File: config.mk
export PLATFORM = sky130hd
export DESIGN_NAME = hsc_top
export DESIGN_NICKNAME = d
export VERILOG_FILES = /design/src/rtl/hsc_pkg.sv /design/src/rtl/hsc_link.sv /design/src/rtl/hsc_top.sv
export SDC_FILE = /design/constraint.sdc
export NUM_CORES = 1
export LEC_CHECK = 0
export BUFFER_PORTS_ARGS = -buffer_cell sky130_fd_sc_hd__buf_2
export CORE_MARGIN = 5
export CORE_UTILIZATION = 55
export CTS_BUF_LIST = sky130_fd_sc_hd__clkbuf_8
export DETAILED_ROUTE_END_ITERATION = 6
export PLACE_DENSITY = 0.73
export SYNTH_ARGS = -nofsm -noshare
export SYNTH_HDL_FRONTEND = slang
export SYNTH_SLANG_ARGS = --single-unit
File: constraint.sdc
create_clock -name clk -period 22.4 [get_ports clk]
set_clock_uncertainty 0.05 [all_clocks]
set_input_delay 4.48 -clock clk [delete_from_list [all_inputs] [get_ports clk]]
set_output_delay 4.48 -clock clk [all_outputs]
set_load 0.03 [all_outputs]
File: src/rtl/hsc_pkg.sv
// hsc_pkg: constants, states and carriers of the humidity command port
// assumes a 100 MHz core clock and a host that clocks the serial link
package hsc_pkg;

	// ==========================================================
	// core clock and scheduler timing
	localparam int CLK_MHZ = 100;
	localparam int TICK_MS = 1000; // scheduler step: one second
	localparam int TICK_CYC = TICK_MS * 1000 * CLK_MHZ;
	localparam int WET_S = 60 * 60; // humid spell before heating
	localparam int GAP_S = 20 * 60; // default heating interval
	localparam int HOLD_S = 5 * 60; // longest hold of old reading
	localparam int HEAT_S = 60; // length of one heating cycle
	localparam logic [15:0] WET_LIMIT = 16'h03b6; // 95.0 percent
	localparam logic [15:0] GAP_RST = 16'(GAP_S);

	// ==========================================================
	// command bytes and fixed answers
	localparam logic [7:0] CMD_MEAS = 8'hc1;
	localparam logic [7:0] CMD_VER = 8'hc2;
	localparam logic [7:0] CMD_HEAT_ON = 8'hd5;
	localparam logic [7:0] CMD_HEAT_OFF = 8'hd6;
	localparam logic [7:0] CMD_TCAL = 8'he5;
	localparam logic [7:0] CMD_HCAL = 8'he6;
	localparam logic [7:0] CMD_UNIT = 8'he7;
	localparam logic [15:0] CK_VER = 16'h0069;
	localparam logic [2:0] MEAS_LAST = 3'h4;
	localparam logic [2:0] VER_LAST = 3'h1;

	// ==========================================================
	// register offsets and status fields
	localparam logic [7:0] A_CTRL = 8'h00;
	localparam logic [7:0] A_SPARE = 8'h04;
	localparam logic [7:0] A_STAT = 8'h08;
	localparam logic [7:0] A_CAL = 8'h0c;
	localparam int STAT_HEAT = 0;
	localparam int STAT_UNIT = 1;
	localparam int STAT_WET = 2;
	localparam int STAT_HOLD = 3;
	localparam int STAT_HUM = 16;

	// ==========================================================
	// serial link framing
	localparam logic [4:0] BYTE_BITS = 5'h08;
	localparam logic [4:0] WORD_LAST = 5'h0f;

	typedef enum logic [2:0] {
		L_IDLE = 3'h0, L_RX = 3'h1, L_RACK = 3'h3,
		L_TX = 3'h2, L_TACK = 3'h6, L_HOLD = 3'h7
	} hsc_lst_t;

	typedef enum logic [2:0] {
		M_IDLE = 3'h0, M_ARG1 = 3'h1, M_ARG2 = 3'h3,
		M_SEND = 3'h2, M_DONE = 3'h6
	} hsc_mst_t;

	// link events towards the command core, one-cycle pulses
	typedef struct packed {
		logic start;
		logic stop;
		logic rx_valid;
		logic [7:0] rx_byte;
		logic word_ack;
	} hsc_lnk_evt_t;

	// core decisions towards the link, levels
	typedef struct packed {
		logic ack_en;
		logic tx_valid;
		logic [15:0] tx_word;
	} hsc_lnk_tx_t;

endpackage : hsc_pkg

File: src/rtl/hsc_link.sv
// hsc_link: bit level of the two-wire link, device side
// assumes the host drives the clock pin and pulls the data pin up
`timescale 1ns/100ps
module hsc_link import hsc_pkg::*; (
	input wire logic clk,
	input wire logic rst_n,
	input wire logic scl_pin,
	input wire logic sda_pin,
	output logic sda_out,
	output logic sda_oe,
	input hsc_lnk_tx_t tx,
	output hsc_lnk_evt_t evt
);

	typedef struct packed {
		hsc_lst_t st;
		logic [4:0] cnt;
		logic [15:0] sh;
		logic [2:0] scl_s;
		logic [2:0] sda_s;
		logic oe;
		hsc_lnk_evt_t evt;
	} hsc_lstate_t;

	hsc_lstate_t q, n;
	logic rise, fall, sda, start, stop;

	// ==========================================================
	// pin edges, read only behind the second sync stage
	assign rise = q.scl_s[1] & ~q.scl_s[2];
	assign fall = ~q.scl_s[1] & q.scl_s[2];
	assign sda = q.sda_s[1];
	assign start = q.scl_s[1] & q.sda_s[2] & ~sda;
	assign stop = q.scl_s[1] & ~q.sda_s[2] & sda;

	// open drain: only ever pulls low
	assign sda_out = 1'b0;
	assign sda_oe = q.oe;
	assign evt = q.evt;

	// next state; data changes only after a clock fall
	always_comb begin
		n = q;
		n.evt = '0;
		n.scl_s = {q.scl_s[1:0], scl_pin};
		n.sda_s = {q.sda_s[1:0], sda_pin};
		if (start) begin
			// first byte after start is the command, no address byte
			n.st = L_RX;
			n.cnt = '0;
			n.oe = 1'b0;
			n.evt.start = 1'b1;
		end else if (stop) begin
			n.st = L_IDLE;
			n.oe = 1'b0;
			n.evt.stop = 1'b1;
		end else begin
			unique case (q.st)
				L_IDLE, L_HOLD: begin
				end
				L_RX: begin
					if (rise && q.cnt < BYTE_BITS) begin
						n.sh = {q.sh[14:0], sda};
						n.cnt = q.cnt + 5'h1;
						n.evt.rx_valid = (q.cnt == BYTE_BITS - 5'h1);
						n.evt.rx_byte = {q.sh[6:0], sda};
					end else if (fall && q.cnt == BYTE_BITS) begin
						n.oe = tx.ack_en;
						n.st = tx.ack_en ? L_RACK : L_HOLD;
					end
				end
				L_TX: begin
					if (fall) begin
						if (q.cnt == WORD_LAST) begin
							n.oe = 1'b0;
							n.st = L_TACK;
						end else begin
							n.sh = {q.sh[14:0], 1'b0};
							n.oe = ~q.sh[14];
							n.cnt = q.cnt + 5'h1;
						end
					end
				end
				L_RACK, L_TACK: begin
					if (rise && q.st == L_TACK) begin
						// host ack low asks for the next word
						n.evt.word_ack = ~sda;
						if (sda) n.st = L_HOLD;
					end else if (fall) begin
						n.oe = 1'b0;
						n.cnt = '0;
						n.st = (q.st == L_RACK) ? L_RX : L_HOLD;
						if (tx.tx_valid) begin
							n.sh = tx.tx_word;
							n.oe = ~tx.tx_word[15];
							n.st = L_TX;
						end
					end
				end
				default: n.st = L_IDLE;
			endcase
		end
	end

	// sync stages reset to the idle-high level: no false edge after reset
	always_ff @(posedge clk) begin
		if (!rst_n) begin
			q <= '0;
			q.scl_s <= '1;
			q.sda_s <= '1;
		end else begin
			q <= n;
		end
	end

	// ==========================================================
	// checks
	a_word_release: assert property (
		@(posedge clk) disable iff (!rst_n)
		(q.st == L_TX && fall && q.cnt == WORD_LAST) |=>
		(q.st == L_TACK && !q.oe))
		else $error("data pin still driven after sixteen bits");

	a_byte_ack: assert property (
		@(posedge clk) disable iff (!rst_n)
		(q.st == L_RX && fall && q.cnt == BYTE_BITS && tx.ack_en
		&& !start && !stop) |=> (q.oe && q.st == L_RACK) [*1]
		##1 (q.oe throughout (!fall [*1])) or (q.st != L_RACK))
		else $error("received byte not acknowledged");

endmodule : hsc_link

File: src/rtl/hsc_top.sv
// hsc_top: command interpreter and heating scheduler of the sensor
// assumes measurements arrive on the core clock; registers over AHB-Lite
//
// Contract
// - words read are 16 bits, bytes written 8
// - 0xC1 then five acked words, then stop
// - first measurement word is a spare word
// - second word: humidity in tenths of percent
// - third word: temperature in tenths, selected unit
// - fourth word: one while heating, else zero
// - fifth word: sum of the four before
// - 0xC2 returns version then 0x69
// - 0xD5 starts heating, answers 0xD5
// - 0xD6 stops heating, answers 0xD6
// - 0xE5 two bytes, answer their sum
// - 0xE6 two bytes, answer their sum
// - 0xE7 byte: 1 Fahrenheit, 0 Celsius
// - humid over an hour: heat every interval
// - hold pre-heat temperature up to five minutes
//
// The placing of the registers and the AHB-Lite interface to the registers were left to the implementer.
`timescale 1ns/100ps
module hsc_top import hsc_pkg::*; #(
	parameter int TICK_CYCLES = TICK_CYC,
	parameter logic [15:0] VERSION_WORD = 16'h0001 // arbitrary value
) (
	input wire logic clk,
	input wire logic rst_n,
	input wire logic scl_pin,
	input wire logic sda_pin,
	output logic sda_out,
	output logic sda_oe,
	output logic heater_on,
	input wire logic [15:0] meas_hum,
	input wire logic [15:0] meas_temp,
	input wire logic hsel,
	input wire logic [31:0] haddr,
	input wire logic [1:0] htrans,
	input wire logic hwrite,
	input wire logic [2:0] hsize,
	input wire logic [31:0] hwdata,
	input wire logic hready,
	output logic [31:0] hrdata,
	output logic hreadyout,
	output logic hresp
);

	typedef struct packed {
		hsc_mst_t st;
		logic [7:0] cmd;
		logic [7:0] hi;
		logic [2:0] idx;
		logic [2:0] last;
		logic [4:0][15:0] words;
		logic ack_en;
		logic tx_valid;
		logic unit;
		logic [15:0] tcal;
		logic [15:0] hcal;
		logic [15:0] gap;
		logic [15:0] spare;
		logic heating;
		logic hold;
		logic [15:0] held;
		logic [15:0] heat_s;
		logic [15:0] wet_s;
		logic [15:0] gap_s;
		logic [15:0] hold_s;
		logic [26:0] tick_cnt;
		logic wr_pend;
		logic [7:0] wr_addr;
		logic [31:0] rdata;
	} hsc_core_t;

	hsc_core_t q, n;
	hsc_lnk_evt_t evt;
	hsc_lnk_tx_t tx;
	logic [15:0] hum_rep, temp_c, temp_now, temp_rep;
	logic tick, wet, go_heat, end_heat;

	// ==========================================================
	// helpers
	function automatic logic [15:0] sum16(input logic [15:0] a,
		input logic [15:0] b);
		return a + b;
	endfunction : sum16

	// tenths of a degree, Celsius to Fahrenheit, signed
	function automatic logic [15:0] to_f(input logic [15:0] c);
		int t;
		t = int'($signed(c)) * 9 / 5 + 320;
		return t[15:0];
	endfunction : to_f

	function automatic logic known(input logic [7:0] b);
		return b inside {CMD_MEAS, CMD_VER, CMD_HEAT_ON, CMD_HEAT_OFF,
			CMD_TCAL, CMD_HCAL, CMD_UNIT};
	endfunction : known

	// ==========================================================
	// reported values: calibration offsets apply to every report
	assign hum_rep = meas_hum + q.hcal;
	assign temp_c = meas_temp + q.tcal;
	assign temp_now = q.hold ? q.held : temp_c;
	assign temp_rep = q.unit ? to_f(temp_now) : temp_now;
	assign tick = (q.tick_cnt == 27'(TICK_CYCLES - 1));
	assign wet = (q.wet_s > 16'(WET_S));

	// link side and outputs
	assign tx.ack_en = q.ack_en;
	assign tx.tx_valid = q.tx_valid;
	assign tx.tx_word = q.words[q.idx];
	assign heater_on = q.heating;
	assign hrdata = q.rdata;
	assign hreadyout = 1'b1; // no wait states ever needed
	assign hresp = 1'b0;

	hsc_link u_link (
		.clk(clk),
		.rst_n(rst_n),
		.scl_pin(scl_pin),
		.sda_pin(sda_pin),
		.sda_out(sda_out),
		.sda_oe(sda_oe),
		.tx(tx),
		.evt(evt)
	);

	// ==========================================================
	// next state: scheduler, command core, register slave
	always_comb begin
		n = q;
		go_heat = 1'b0;
		end_heat = 1'b0;
		n.tick_cnt = tick ? '0 : q.tick_cnt + 27'h1;

		// one-second steps; wet_s saturates, gap_s restarts, heat_s and hold_s stop, so none wraps
		if (tick) begin
			if (hum_rep > WET_LIMIT) begin
				if (!wet) n.wet_s = q.wet_s + 16'h1;
			end else begin
				n.wet_s = '0;
			end
			if (wet && !q.heating) begin
				n.gap_s = q.gap_s + 16'h1;
				if (n.gap_s >= q.gap) begin
					go_heat = 1'b1;
					n.gap_s = '0;
				end
			end else if (!wet) begin
				n.gap_s = '0;
			end
			if (q.heating) begin
				n.heat_s = q.heat_s + 16'h1;
				if (n.heat_s >= 16'(HEAT_S)) end_heat = 1'b1;
			end
			if (q.hold) n.hold_s = q.hold_s + 16'h1;
		end
		// warm air lingers: keep old reading until cool or timed out
		if (q.hold && (n.hold_s >= 16'(HOLD_S) ||
			(!q.heating && $signed(temp_c) <= $signed(q.held))))
			n.hold = 1'b0;

		// command core
		if (evt.start || evt.stop) begin
			n.st = M_IDLE;
			n.tx_valid = 1'b0;
			n.ack_en = 1'b1;
			n.idx = '0;
		end else if (evt.rx_valid) begin
			unique case (q.st)
				M_IDLE: begin
					n.cmd = evt.rx_byte;
					n.idx = '0;
					n.last = '0;
					n.tx_valid = 1'b1;
					n.st = M_SEND;
					n.words[0] = {8'h00, evt.rx_byte};
					unique case (evt.rx_byte)
						CMD_MEAS: begin
							// snapshot so the checksum matches the words
							n.words[0] = q.spare;
							n.words[1] = hum_rep;
							n.words[2] = temp_rep;
							n.words[3] = {15'h0000, q.heating};
							n.words[4] = sum16(sum16(q.spare, hum_rep),
								sum16(temp_rep, {15'h0000, q.heating}));
							n.last = MEAS_LAST;
						end
						CMD_VER: begin
							n.words[0] = VERSION_WORD;
							n.words[1] = CK_VER;
							n.last = VER_LAST;
						end
						CMD_HEAT_ON: go_heat = 1'b1;
						CMD_HEAT_OFF: end_heat = 1'b1;
						CMD_TCAL, CMD_HCAL, CMD_UNIT: begin
							n.tx_valid = 1'b0;
							n.st = M_ARG1;
						end
						default: begin
							n.tx_valid = 1'b0;
							n.ack_en = 1'b0;
							n.st = M_DONE;
						end
					endcase
				end
				M_ARG1: begin
					n.hi = evt.rx_byte;
					n.st = M_ARG2;
					if (q.cmd == CMD_UNIT) begin
						n.st = M_DONE;
						if (evt.rx_byte == 8'h01) n.unit = 1'b1;
						else if (evt.rx_byte == 8'h00) n.unit = 1'b0;
					end
				end
				M_ARG2: begin
					if (q.cmd == CMD_TCAL) n.tcal = {q.hi, evt.rx_byte};
					else n.hcal = {q.hi, evt.rx_byte};
					n.words[0] = sum16({8'h00, q.hi}, {8'h00, evt.rx_byte});
					n.last = '0;
					n.idx = '0;
					n.tx_valid = 1'b1;
					n.st = M_SEND;
				end
				M_SEND, M_DONE: n.ack_en = 1'b0;
				default: n.st = M_IDLE;
			endcase
		end else if (evt.word_ack && q.st == M_SEND) begin
			if (q.idx == q.last) begin
				n.tx_valid = 1'b0;
				n.st = M_DONE;
			end else begin
				n.idx = q.idx + 3'h1;
			end
		end

		// heater control; a stop in the same cycle wins
		if (go_heat) begin
			if (!q.hold) n.held = temp_c;
			n.hold = 1'b1;
			n.hold_s = '0;
			n.heating = 1'b1;
			n.heat_s = '0;
		end
		if (end_heat) n.heating = 1'b0;

		// register slave: write data lands one cycle after its address
		n.wr_pend = 1'b0;
		if (q.wr_pend) begin
			unique case (q.wr_addr)
				A_CTRL: n.gap = hwdata[15:0];
				A_SPARE: n.spare = hwdata[15:0];
				default: begin
				end
			endcase
		end
		if (hsel && hready && htrans[1]) begin
			n.wr_pend = hwrite;
			n.wr_addr = haddr[7:0];
			n.rdata = '0;
			unique case (haddr[7:0])
				A_CTRL: n.rdata[15:0] = q.gap;
				A_SPARE: n.rdata[15:0] = q.spare;
				A_STAT: begin
					n.rdata[STAT_HEAT] = q.heating;
					n.rdata[STAT_UNIT] = q.unit;
					n.rdata[STAT_WET] = wet;
					n.rdata[STAT_HOLD] = q.hold;
					n.rdata[STAT_HUM +: 16] = hum_rep;
				end
				A_CAL: n.rdata = {q.tcal, q.hcal};
				default: n.rdata = '0;
			endcase
		end
	end

	always_ff @(posedge clk) begin
		if (!rst_n) begin
			q <= '0;
			q.st <= M_IDLE;
			q.ack_en <= 1'b1;
			q.gap <= GAP_RST;
		end else begin
			q <= n;
		end
	end

	// ==========================================================
	// checks
	a_meas_sum: assert property (
		@(posedge clk) disable iff (!rst_n)
		(q.st == M_SEND && q.cmd == CMD_MEAS) |-> (q.words[4] ==
		sum16(sum16(q.words[0], q.words[1]), sum16(q.words[2], q.words[3]))))
		else $error("measurement checksum wrong");

	a_ver_check: assert property (
		@(posedge clk) disable iff (!rst_n)
		(evt.rx_valid && q.st == M_IDLE && evt.rx_byte == CMD_VER) |=>
		(q.words[0] == VERSION_WORD && q.words[1] == CK_VER && q.tx_valid))
		else $error("version answer wrong");

	a_heat_on: assert property (
		@(posedge clk) disable iff (!rst_n)
		(evt.rx_valid && q.st == M_IDLE && evt.rx_byte == CMD_HEAT_ON)
		|=> (q.heating && q.words[0] == {8'h00, CMD_HEAT_ON}))
		else $error("heat start command not obeyed");

	a_heat_off: assert property (
		@(posedge clk) disable iff (!rst_n)
		(evt.rx_valid && q.st == M_IDLE && evt.rx_byte == CMD_HEAT_OFF)
		|=> (!q.heating && q.words[0] == {8'h00, CMD_HEAT_OFF}))
		else $error("heat stop command not obeyed");

	a_cal_sum: assert property (
		@(posedge clk) disable iff (!rst_n)
		(evt.rx_valid && q.st == M_ARG2) |=> (q.tx_valid && q.words[0] ==
		sum16({8'h00, $past(q.hi)}, {8'h00, $past(evt.rx_byte)})))
		else $error("calibration checksum wrong");

	a_unit_select: assert property (
		@(posedge clk) disable iff (!rst_n)
		(evt.rx_valid && q.st == M_ARG1 && q.cmd == CMD_UNIT &&
		evt.rx_byte == 8'h01) |=> q.unit)
		else $error("Fahrenheit not selected");

	a_hold_capture: assert property (
		@(posedge clk) disable iff (!rst_n)
		($rose(q.heating) && !$past(q.hold)) |->
		(q.hold && q.held == $past(temp_c)))
		else $error("pre-heat temperature not held");

	a_bad_cmd: assert property (
		@(posedge clk) disable iff (!rst_n)
		(evt.rx_valid && q.st == M_IDLE && !known(evt.rx_byte)) |=>
		(!q.ack_en && !q.tx_valid && q.st == M_DONE))
		else $error("unknown command answered");

endmodule : hsc_top

* Yosys cells after proc, flatten, opt, wreduce, memory -nomap -nowiden *
Cells that the tools add are included.

word-level totals
  flip-flop bits (word level) = 350
  latch bits = 0
  RAM bits = 0
  memory bits (read-only) = 0
  bits of input ports = 108
  output and inout port bits = 37
  word-level logic and storage cells = 282
  memories = 0

cells by class
  add/sub/neg operators = 14
  multiply operators = 1
  divide/modulo/power cells = 1
  magnitude comparators = 8
  equality and inequality tests = 52
  shift-type cells = 0
  mux-type cells = 82
  bitwise gates (word level) = 22
  reductions and logical operators = 62

operators with widths
  kind                                                 count
  two-way mux 16 bit                                   11
  two-way mux 21 bit                                   4
  equality test 8 bit (second input constant)          9
  adder 16 x 1 -> 16 bit (second input constant)       4
  adder 16 bit                                         4
  two-way mux 64 bit                                   1
  case mux 16 bit (2 select lines)                     2
  case mux 32 bit (2 select lines)                     1
  case mux 21 bit (3 select lines)                     1
  binary-select mux 16 bit (select 3 bit)              1
  two-way mux 24 bit                                   2
  two-way mux 3 bit                                    15
  case mux 12 bit (3 select lines)                     1
  two-way mux 33 bit                                   1
  divider 32 x 4 -> 32 bit (second input constant)     1
  two-way mux 1 bit                                    32
  adder 27 x 1 -> 27 bit (second input constant)       1
  equality test 27 bit (second input constant)         1
  zero test 8 bit                                      3
  case mux 3 bit (4 select lines)                      2
  multiplier 16 x 5 -> 21 bit (second input constant)  1
  AND reduction 3 bit                                  7
  AND reduction 7 bit                                  3
  adder 16 x 1 -> 16 bit                               1
  other kinds (54)                                     133

* Depth between registers and ports, before layout *
Gate-level depths: netlist of the first run.

  word-level depth = 10
  gate-level depth with buffers = 82
  gate-level depth less buffers = 78

* Modules after synthesis *
A second synthesis of the first run with hierarchy kept.

unflattened totals
  cells, all modules = 3108
  area, all modules = 24208.2 µm²

modules (own cells, without submodules)
  module    times used  cells an instance  area each (µm²)  seq. area each (µm²)
  hsc_top   1           2869               22157.5          6125.9
  hsc_link  1           239                2050.7           840.8

* Worst setup path before layout of the first run *
OpenSTA, ideal clock, no wires.

  path type = input port to flip-flop
  start point = input port meas_temp[0]
  end point = register q[296] (netlist bit)
  library setup time = 0.074 ns
  data arrival time = 19.062 ns
  path slack = 3.214 ns
  cell stages on the path = 77
  cell sequence = ha_1 inv_1 fa_1 nor2b_1 o21ai_0 nand2b_1 a21oi_1 o21bai_1 a21oi_1 o21bai_1 a21o_1 a21o_1 a21o_1 a21o_1 a21o_1 a21oi_1 xnor2_1 nand2_1 [41 not listed] a2111oi_4 xnor2_1 mux2_2 fa_1 inv_1 ha_1 inv_1 o21bai_1 a21oi_1 o21bai_1 a21oi_1 o21bai_1 a21oi_1 xnor2_1 xnor2_1 xnor2_1 a31o_2 a31oi_1

between the ends
  longest elaborated chain between the ends = 8

ends and longest elaborated chain
  what                         RTL line        RTL
  start: declaration           hsc_top.sv:35   input wire logic [15:0] meas_temp,
  adder 16 bit *               hsc_top.sv:103  assign temp_c = meas_temp + q.tcal;
  two-way mux 16 bit *         hsc_top.sv:104  assign temp_now = q.hold ? q.held : temp_c;
  via temp_now[14]             hsc_top.sv:78   logic [15:0] hum_rep, temp_c, temp_now, temp_rep;
  multiplier 16 x 5 -> 21 bit  hsc_top.sv:91   t = int'($signed(c)) * 9 / 5 + 320;
  divider 32 x 4 -> 32 bit     hsc_top.sv:91
  adder 16 x 10 -> 16 bit      hsc_top.sv:91
  two-way mux 16 bit *         hsc_top.sv:105  assign temp_rep = q.unit ? to_f(temp_now) : temp_now;
  adder 16 x 1 -> 16 bit *     hsc_top.sv:85   return a + b;
  adder 16 bit *               hsc_top.sv:85
  end signal: assignment       hsc_top.sv:285  q <= n;
  end: declaration             hsc_top.sv:75   hsc_core_t q, n;

Mark *: on every way through the listed nets, which the timed path passes. The rest lies on a longest branch.
A chain may end at the register's enable or synchronous reset.

* Worst setup path after layout of the first run *
Same ends and word-level chain as after synthesis.

==> results of run 1 <==
-- cell usage after synthesis, drive strengths merged (74+ instances only) --
library cell,instances
nor2,446
mux2i,97
inv,156
xor2,100
ha,125
xnor2,104
clkbuf,136
nor3,74
dfxtp,348
o21ai,177
nand3,87
nand2,296
a21oi,248
-- final timing paths --
| check | start | to | slack [ns] | cells past startpoint |
|---|---|---|---|---|
| min | u_link.n[17]$_SDFF_PN1_ | u_link.n[18]$_SDFF_PN1_ | 0.36 | 1 |
| max | meas_temp[0] | q[296]$_SDFFE_PN0P_ | 1.32 | 80 |
| min reg2reg | u_link.n[17]$_SDFF_PN1_ | u_link.n[18]$_SDFF_PN1_ | 0.36 | 1 |
| max reg2reg | q[198]$_SDFFE_PN0P_ | q[296]$_SDFFE_PN0P_ | 4.85 | 79 |
-- flip-flops by register name (all words and copies together) (netlist names) --
name / count
hrdata: 32
u_link.q: 25
u_link.evt: 12
u_link.n: 4
u_link.sda_oe: 1
q: 273
heater_on: 1
-- metrics by stage --
stage | utilization | std cells
3_5_place_dp | 0.5697 | 3687
6_report | 0.5989 | 3794
4_1_cts | 0.5988 | 3794
5_1_grt | 0.5989 | 3794
2_1_floorplan | - | 3150
3_3_place_gp | 0.5697 | 3687
-- power by group --
part	internal (mW)	switching, mW
logic	0.455	0.807
clock network	0.346	0.263
registers	0.624	0.00647
-- worst max-delay path: cells and delay by family --
family          cells  cell delay [ns]
compound gates     45            10.21
xor+xnor            4             0.63
fa+ha+maj           8             2.29
buf+inv             4             0.49
mux                 2             0.70
simple gates       17             2.82
-- layout by cell type, fill, tap and decap left out, drive strengths merged, types with 26 or more instances in the layout --
cell	instances
a211oi	41
and2	44
o211ai	36
buf	142
and3	43
a22oi	40
xnor2	104
o21ai	177
clkbuf	75
nor3	74
a21oi	248
ha	125
a21o	27
nor2b	27
inv	175
nand2	296
nor2	446
nand2b	28
dfxtp	348
nand4	26
nand3	87
mux2i	97
xor2	100
-- area by class of cell --
class	count	area (um2)
inverter	156	590.6
timing repair buffer	142	823.3
clock inverter	32	250.2
multi-input combinational	2449	15970
fill	4005	17660
tap	592	740.7
sequential	348	6967
clock buffer	75	1032
-- cell families after synthesis --
kind of cell | after synthesis
DFF | 348
buffers and inverters | 353
AOI/OAI and AO/OA | 812
adders and majority gates | 146
muxes | 107
and+or+nand+nor | 1177
xor gates and xnor gates | 204
other | 2
-- routing by layer --
layer / vias to the layer above / GRT usage
met5: - / 0
met4: 0 / 0.06884
met3: 130 / 0.04488
met2: 937 / 0.4433
met1: 11040 / 0.4119
li1: 11150 / -
==> flow_summary.yaml, run 1 <==
critical_path:
  worstSetupStartpointType: "primary input"
  slowest_stage: "o21ai_0"
  cp_data_required_time_ns: 22.92
  crit_path_max_fanout: 10
  worst_path_most_repeated_cell: "a21oi_1"
  endpoint_kind: "flip-flop"
  crit_path_max_incr_delay_ns: 0.73
  worstPathArrival_ns: 21.60
  crit_type: "primary input to flip-flop"
final_layout:
  drive_gt1_frac: 0.09994
  fin_nets: 3408
  diodes: 0
  postLayoutCellArea_um2: 26370
  syn2layout_area_growth_pct: 8.154
logic_synthesis:
  synthCells: 3149
  synth_compound_area_frac: 0.2263
  ys_warn_count: 0
  synthMuxAreaShare: 0.04696
  synthArstFlopShare: 0
  syn_area_per_cell_um2: 7.742
  yosys_register_bits: 348
  synth-main-ff-cell: "dfxtp_1"
  synth_top_family_by_area: "compound AO/OA/AOI/OAI gates"
  synth.distinct_cells: 115
  synth_area_leader_cell: "dfxtp_1"
  synth.top_cell.area_share: 0.2857
  yosys.area_share.simple: 0.2250
  synth_seq_area_share: 0.2857
  synth_area_leaders: "dfxtp_1 29%, nor2_1 6.8%, ha_1 6.4%, a21oi_1 5.0%, nand2_1 4.5%"
  synth_edf_count: 0
  synth_area_um2: 24380
  synth_xor_area_frac: 0.07390
  synth_adder_area_share: 0.08098
sta:
  post-route-min-period_ns: 21.08
  post-route-period-util: 0.9410
  finalSetupViolCount: 0
  drv_slew: 0
  setup_slack_ns: 1.323
  fmax_ghz: 0.04744
  worstMarginPinSlew_ns: 1.288
  hold_violations: 0
  hold_ws_ns: 0.3644
  tns_ns: 0
  maxSlewHeadroom: 0.1401
  rsz0062_at_grt: "false"
pwr:
  power.leakage_nw: 10.56
  p_per_area_nw_per_um2: 94.87
  max-vdd-ir-drop_v: 0.00007955
  power_mw: 2.502
clock_network:
  cts_resized: 0
  clk_latency_ns: 0.65
  numCtsBuffers: 58
  clk_path_buf_depth: 3
  clock-sinks: 348
  cts_tree: "done"
  clk_pin_slew_worst_paths_ns: 0.06
  hold_buffers: 0
  root_buffer: "clkbuf_8"
  h-tree-depth: 2
  cts_setup_buffers: 0
global_route:
  grt_pass1_vias: 21050
  grt_max_degree: 126
  grt.total_usage: 0.2833
  grt_pass1_wl_mm: 112.6
  antenna_found_initial: 1
  grt_overflow: 0
detailed_routing:
  vias_per_cell: 6.129
  vias: 23250
  drt-initial-drc-count: 2235
  remaining_drc_errors: 0
  met1Wirelength_mm: 32.59
  firstDrtPassIters: 6
  wl_per_cell_um: 18.95
  wl_met2_mm: 31.55
  ant_nets: 0
  routed-wl-met3_mm: 5.989
  wirelength_mm: 71.89
  topRoutingLayerUsed: "met4"
floorplan:
  row_count: 77
  ios: 145
  die_area_um2: 48640
  coreArea_um2: 44030
  die_width_um: 220.5
  start_util: 0.5538
  die_h_um: 220.5
outcome:
  status: "finished, final reports clean"
placement:
  post-dp-hpwl_mm: 54.24
  placed_cell_area_um2: 25080
  gp_congestion: 0.9491
  io_buffers: 97
  place_ws_ns: 0.7045
min_path:
  min_path_type: "flip-flop to flip-flop"
run:
  maxCapViolCount: 0
Power figures use the tool's default switching activity.
==> inputs of run 2 (changes only) <==
--- a/config.mk
+++ b/config.mk
@@ -7,10 +7,10 @@
 export LEC_CHECK = 0
 export BUFFER_PORTS_ARGS = -buffer_cell sky130_fd_sc_hd__buf_2
 export CORE_MARGIN = 5
-export CORE_UTILIZATION = 55
+export CORE_UTILIZATION = 35
 export CTS_BUF_LIST = sky130_fd_sc_hd__clkbuf_8
+export CTS_CLUSTER_SIZE = 20
 export DETAILED_ROUTE_END_ITERATION = 6
-export PLACE_DENSITY = 0.73
 export SYNTH_ARGS = -nofsm -noshare
 export SYNTH_HDL_FRONTEND = slang
 export SYNTH_SLANG_ARGS = --single-unit
==> run 2 against run 1 <==
- register-to-register slack got worse by 0.12 ns
- fmax down 0.31%
- via count fell by 2.7%
- final cell count increased by 9.2%
==> flow_summary.yaml, run 2 (synthesized netlist as in run 1, its figures left out) <==
detailed_routing:
  firstDrtPassIters: 6
  vias: 22630
  drt-initial-drc-count: 2162
  vias_per_cell: 5.463
  remaining_drc_errors: 0
  wl_per_cell_um: 18.02
  ant_nets: 0
  wirelength_mm: 74.67
global_route:
  grt_max_degree: 78
  grt.total_usage: 0.1903
  grt_overflow: 0
  grt_pass1_vias: 20440
  grt_pass1_wl_mm: 115.6
  antenna_found_initial: 3
sta:
  post-route-period-util: 0.9439
  fmax_ghz: 0.04729
  post-route-min-period_ns: 21.14
  tns_ns: 0
  drv_slew: 0
  rsz0062_at_grt: "false"
  worstMarginPinSlew_ns: 1.189
  hold_violations: 0
  setup_slack_ns: 1.256
  maxSlewHeadroom: 0.2003
  finalSetupViolCount: 0
floorplan:
  die_area_um2: 75040
  die_width_um: 273.9
  row_count: 96
  start_util: 0.3542
  die_h_um: 273.9
  coreArea_um2: 68830
  ios: 145
final_layout:
  drive_gt1_frac: 0.1065
  syn2layout_area_growth_pct: 10.22
  layout_commonest_cell: "nor2_1"
  final_cell_mix: "438 x nor2_1, 348 x dfxtp_1, 295 x nand2_1"
  diodes: 0
  largest_reg_flops: 273
  fin_nets: 3425
  top_register: "q"
  fin_cells: 4143
placement:
  io_buffers: 97
  place_ws_ns: 0.7913
  post-dp-hpwl_mm: 55.22
  dp_cells: 4042
  gp_congestion: 0.9165
critical_path:
  worstSetupStartpointType: "primary input"
  slowest_stage: "o21ai_0"
  crit_type: "primary input to flip-flop"
  endpoint_kind: "flip-flop"
  crit_path_max_incr_delay_ns: 0.60
  worstPathArrival_ns: 21.69
  worst_path_most_repeated_cell: "a21oi_1"
  cp_data_required_time_ns: 22.95
  crit_path_max_fanout: 10
clock_network:
  numCtsBuffers: 57
  h-tree-depth: 2
  clock-sinks: 348
  cts_tree: "done"
  clk_pin_slew_worst_paths_ns: 0.07
  clk_latency_ns: 0.68
  root_buffer: "clkbuf_8"
  clk_path_buf_depth: 3
  hold_buffers: 0
pwr:
  power.leakage_nw: 10.60
  p_per_area_nw_per_um2: 92.98
  max-vdd-ir-drop_v: 0.00008568
min_path:
  min_path_type: "flip-flop to flip-flop"
outcome:
  status: "finished, final reports clean"
run:
  maxCapViolCount: 0
## run 2: cell count changes in the layout (fill, tap and decap cells not counted), sizes merged
cell      change
buf          +18
clkinv        +1
inv           -7
bufinv        -3
clkinvlp      -1
clkbuf        +2
## run 2: timing repair
item / in CTS / in global routing
buffers inserted: 0 / 2
resized for setup: 0 / 3
setup endpoints to repair: 0 / 1
## run 2: stage by stage
step	util	area, um2	hold WS (ns)	power (mW)
after floorplan	-	24380	0.3363	1.613
after global placement	0.3726	25640	0.3557	1.883
after detailed placement	0.3726	25640	0.3514	1.883
after CTS	0.3899	26840	0.3569	2.482
after global routing	0.3904	26870	0.3858	2.658
final	0.3904	26870	0.3558	2.498
## run 2: path summary, 6_finish.rpt
kind         depth (start not counted)  slack [ns]                     from                       to
min reg2reg                          1        0.36  u_link.n[14]$_SDFF_PN1_  u_link.n[15]$_SDFF_PN1_
max reg2reg                         78        4.73      q[198]$_SDFFE_PN0P_      q[296]$_SDFFE_PN0P_
max                                 79        1.26             meas_temp[0]      q[296]$_SDFFE_PN0P_
min                                  1        0.36  u_link.n[14]$_SDFF_PN1_  u_link.n[15]$_SDFF_PN1_
## run 2: layout make-up
class,count,area (um2)
Tap cell,931,1165
Clock inverter,22,132.6
Clock buffer,77,1060
Multi-Input combinational cell,2449,16000
Sequential cell,348,6967
Fill cell,7214,41950
Inverter,156,590.6
Timing Repair Buffer,160,958.4
## run 2: worst max-delay path, delay by kind of cell
kind	cells	cell delay (ns)
mux	1	0.25
fa+ha+maj	8	2.65
compound gates	44	9.67
simple gates	17	3.18
buf+inv	4	0.39
xor+xnor	5	1.05
## run 2: per-layer routing
layer	up-vias	GRT usage	part of all wire
met3	85	0.03728	0.079
met1	10640	0.2969	0.51
met4	4	0.04049	0.019
met2	713	0.2684	0.40
met5	-	0	0.00031
li1	11190	-	-
## run 2: power breakdown
| part | internal [mW] | total, mW | leakage, nW | switching (mW) |
|---|---|---|---|---|
| registers | 0.624 | 0.630 | 2.81 | 0.00617 |
| clock network | 0.317 | 0.590 | 0.667 | 0.273 |
| logic | 0.469 | 1.28 | 7.13 | 0.810 |
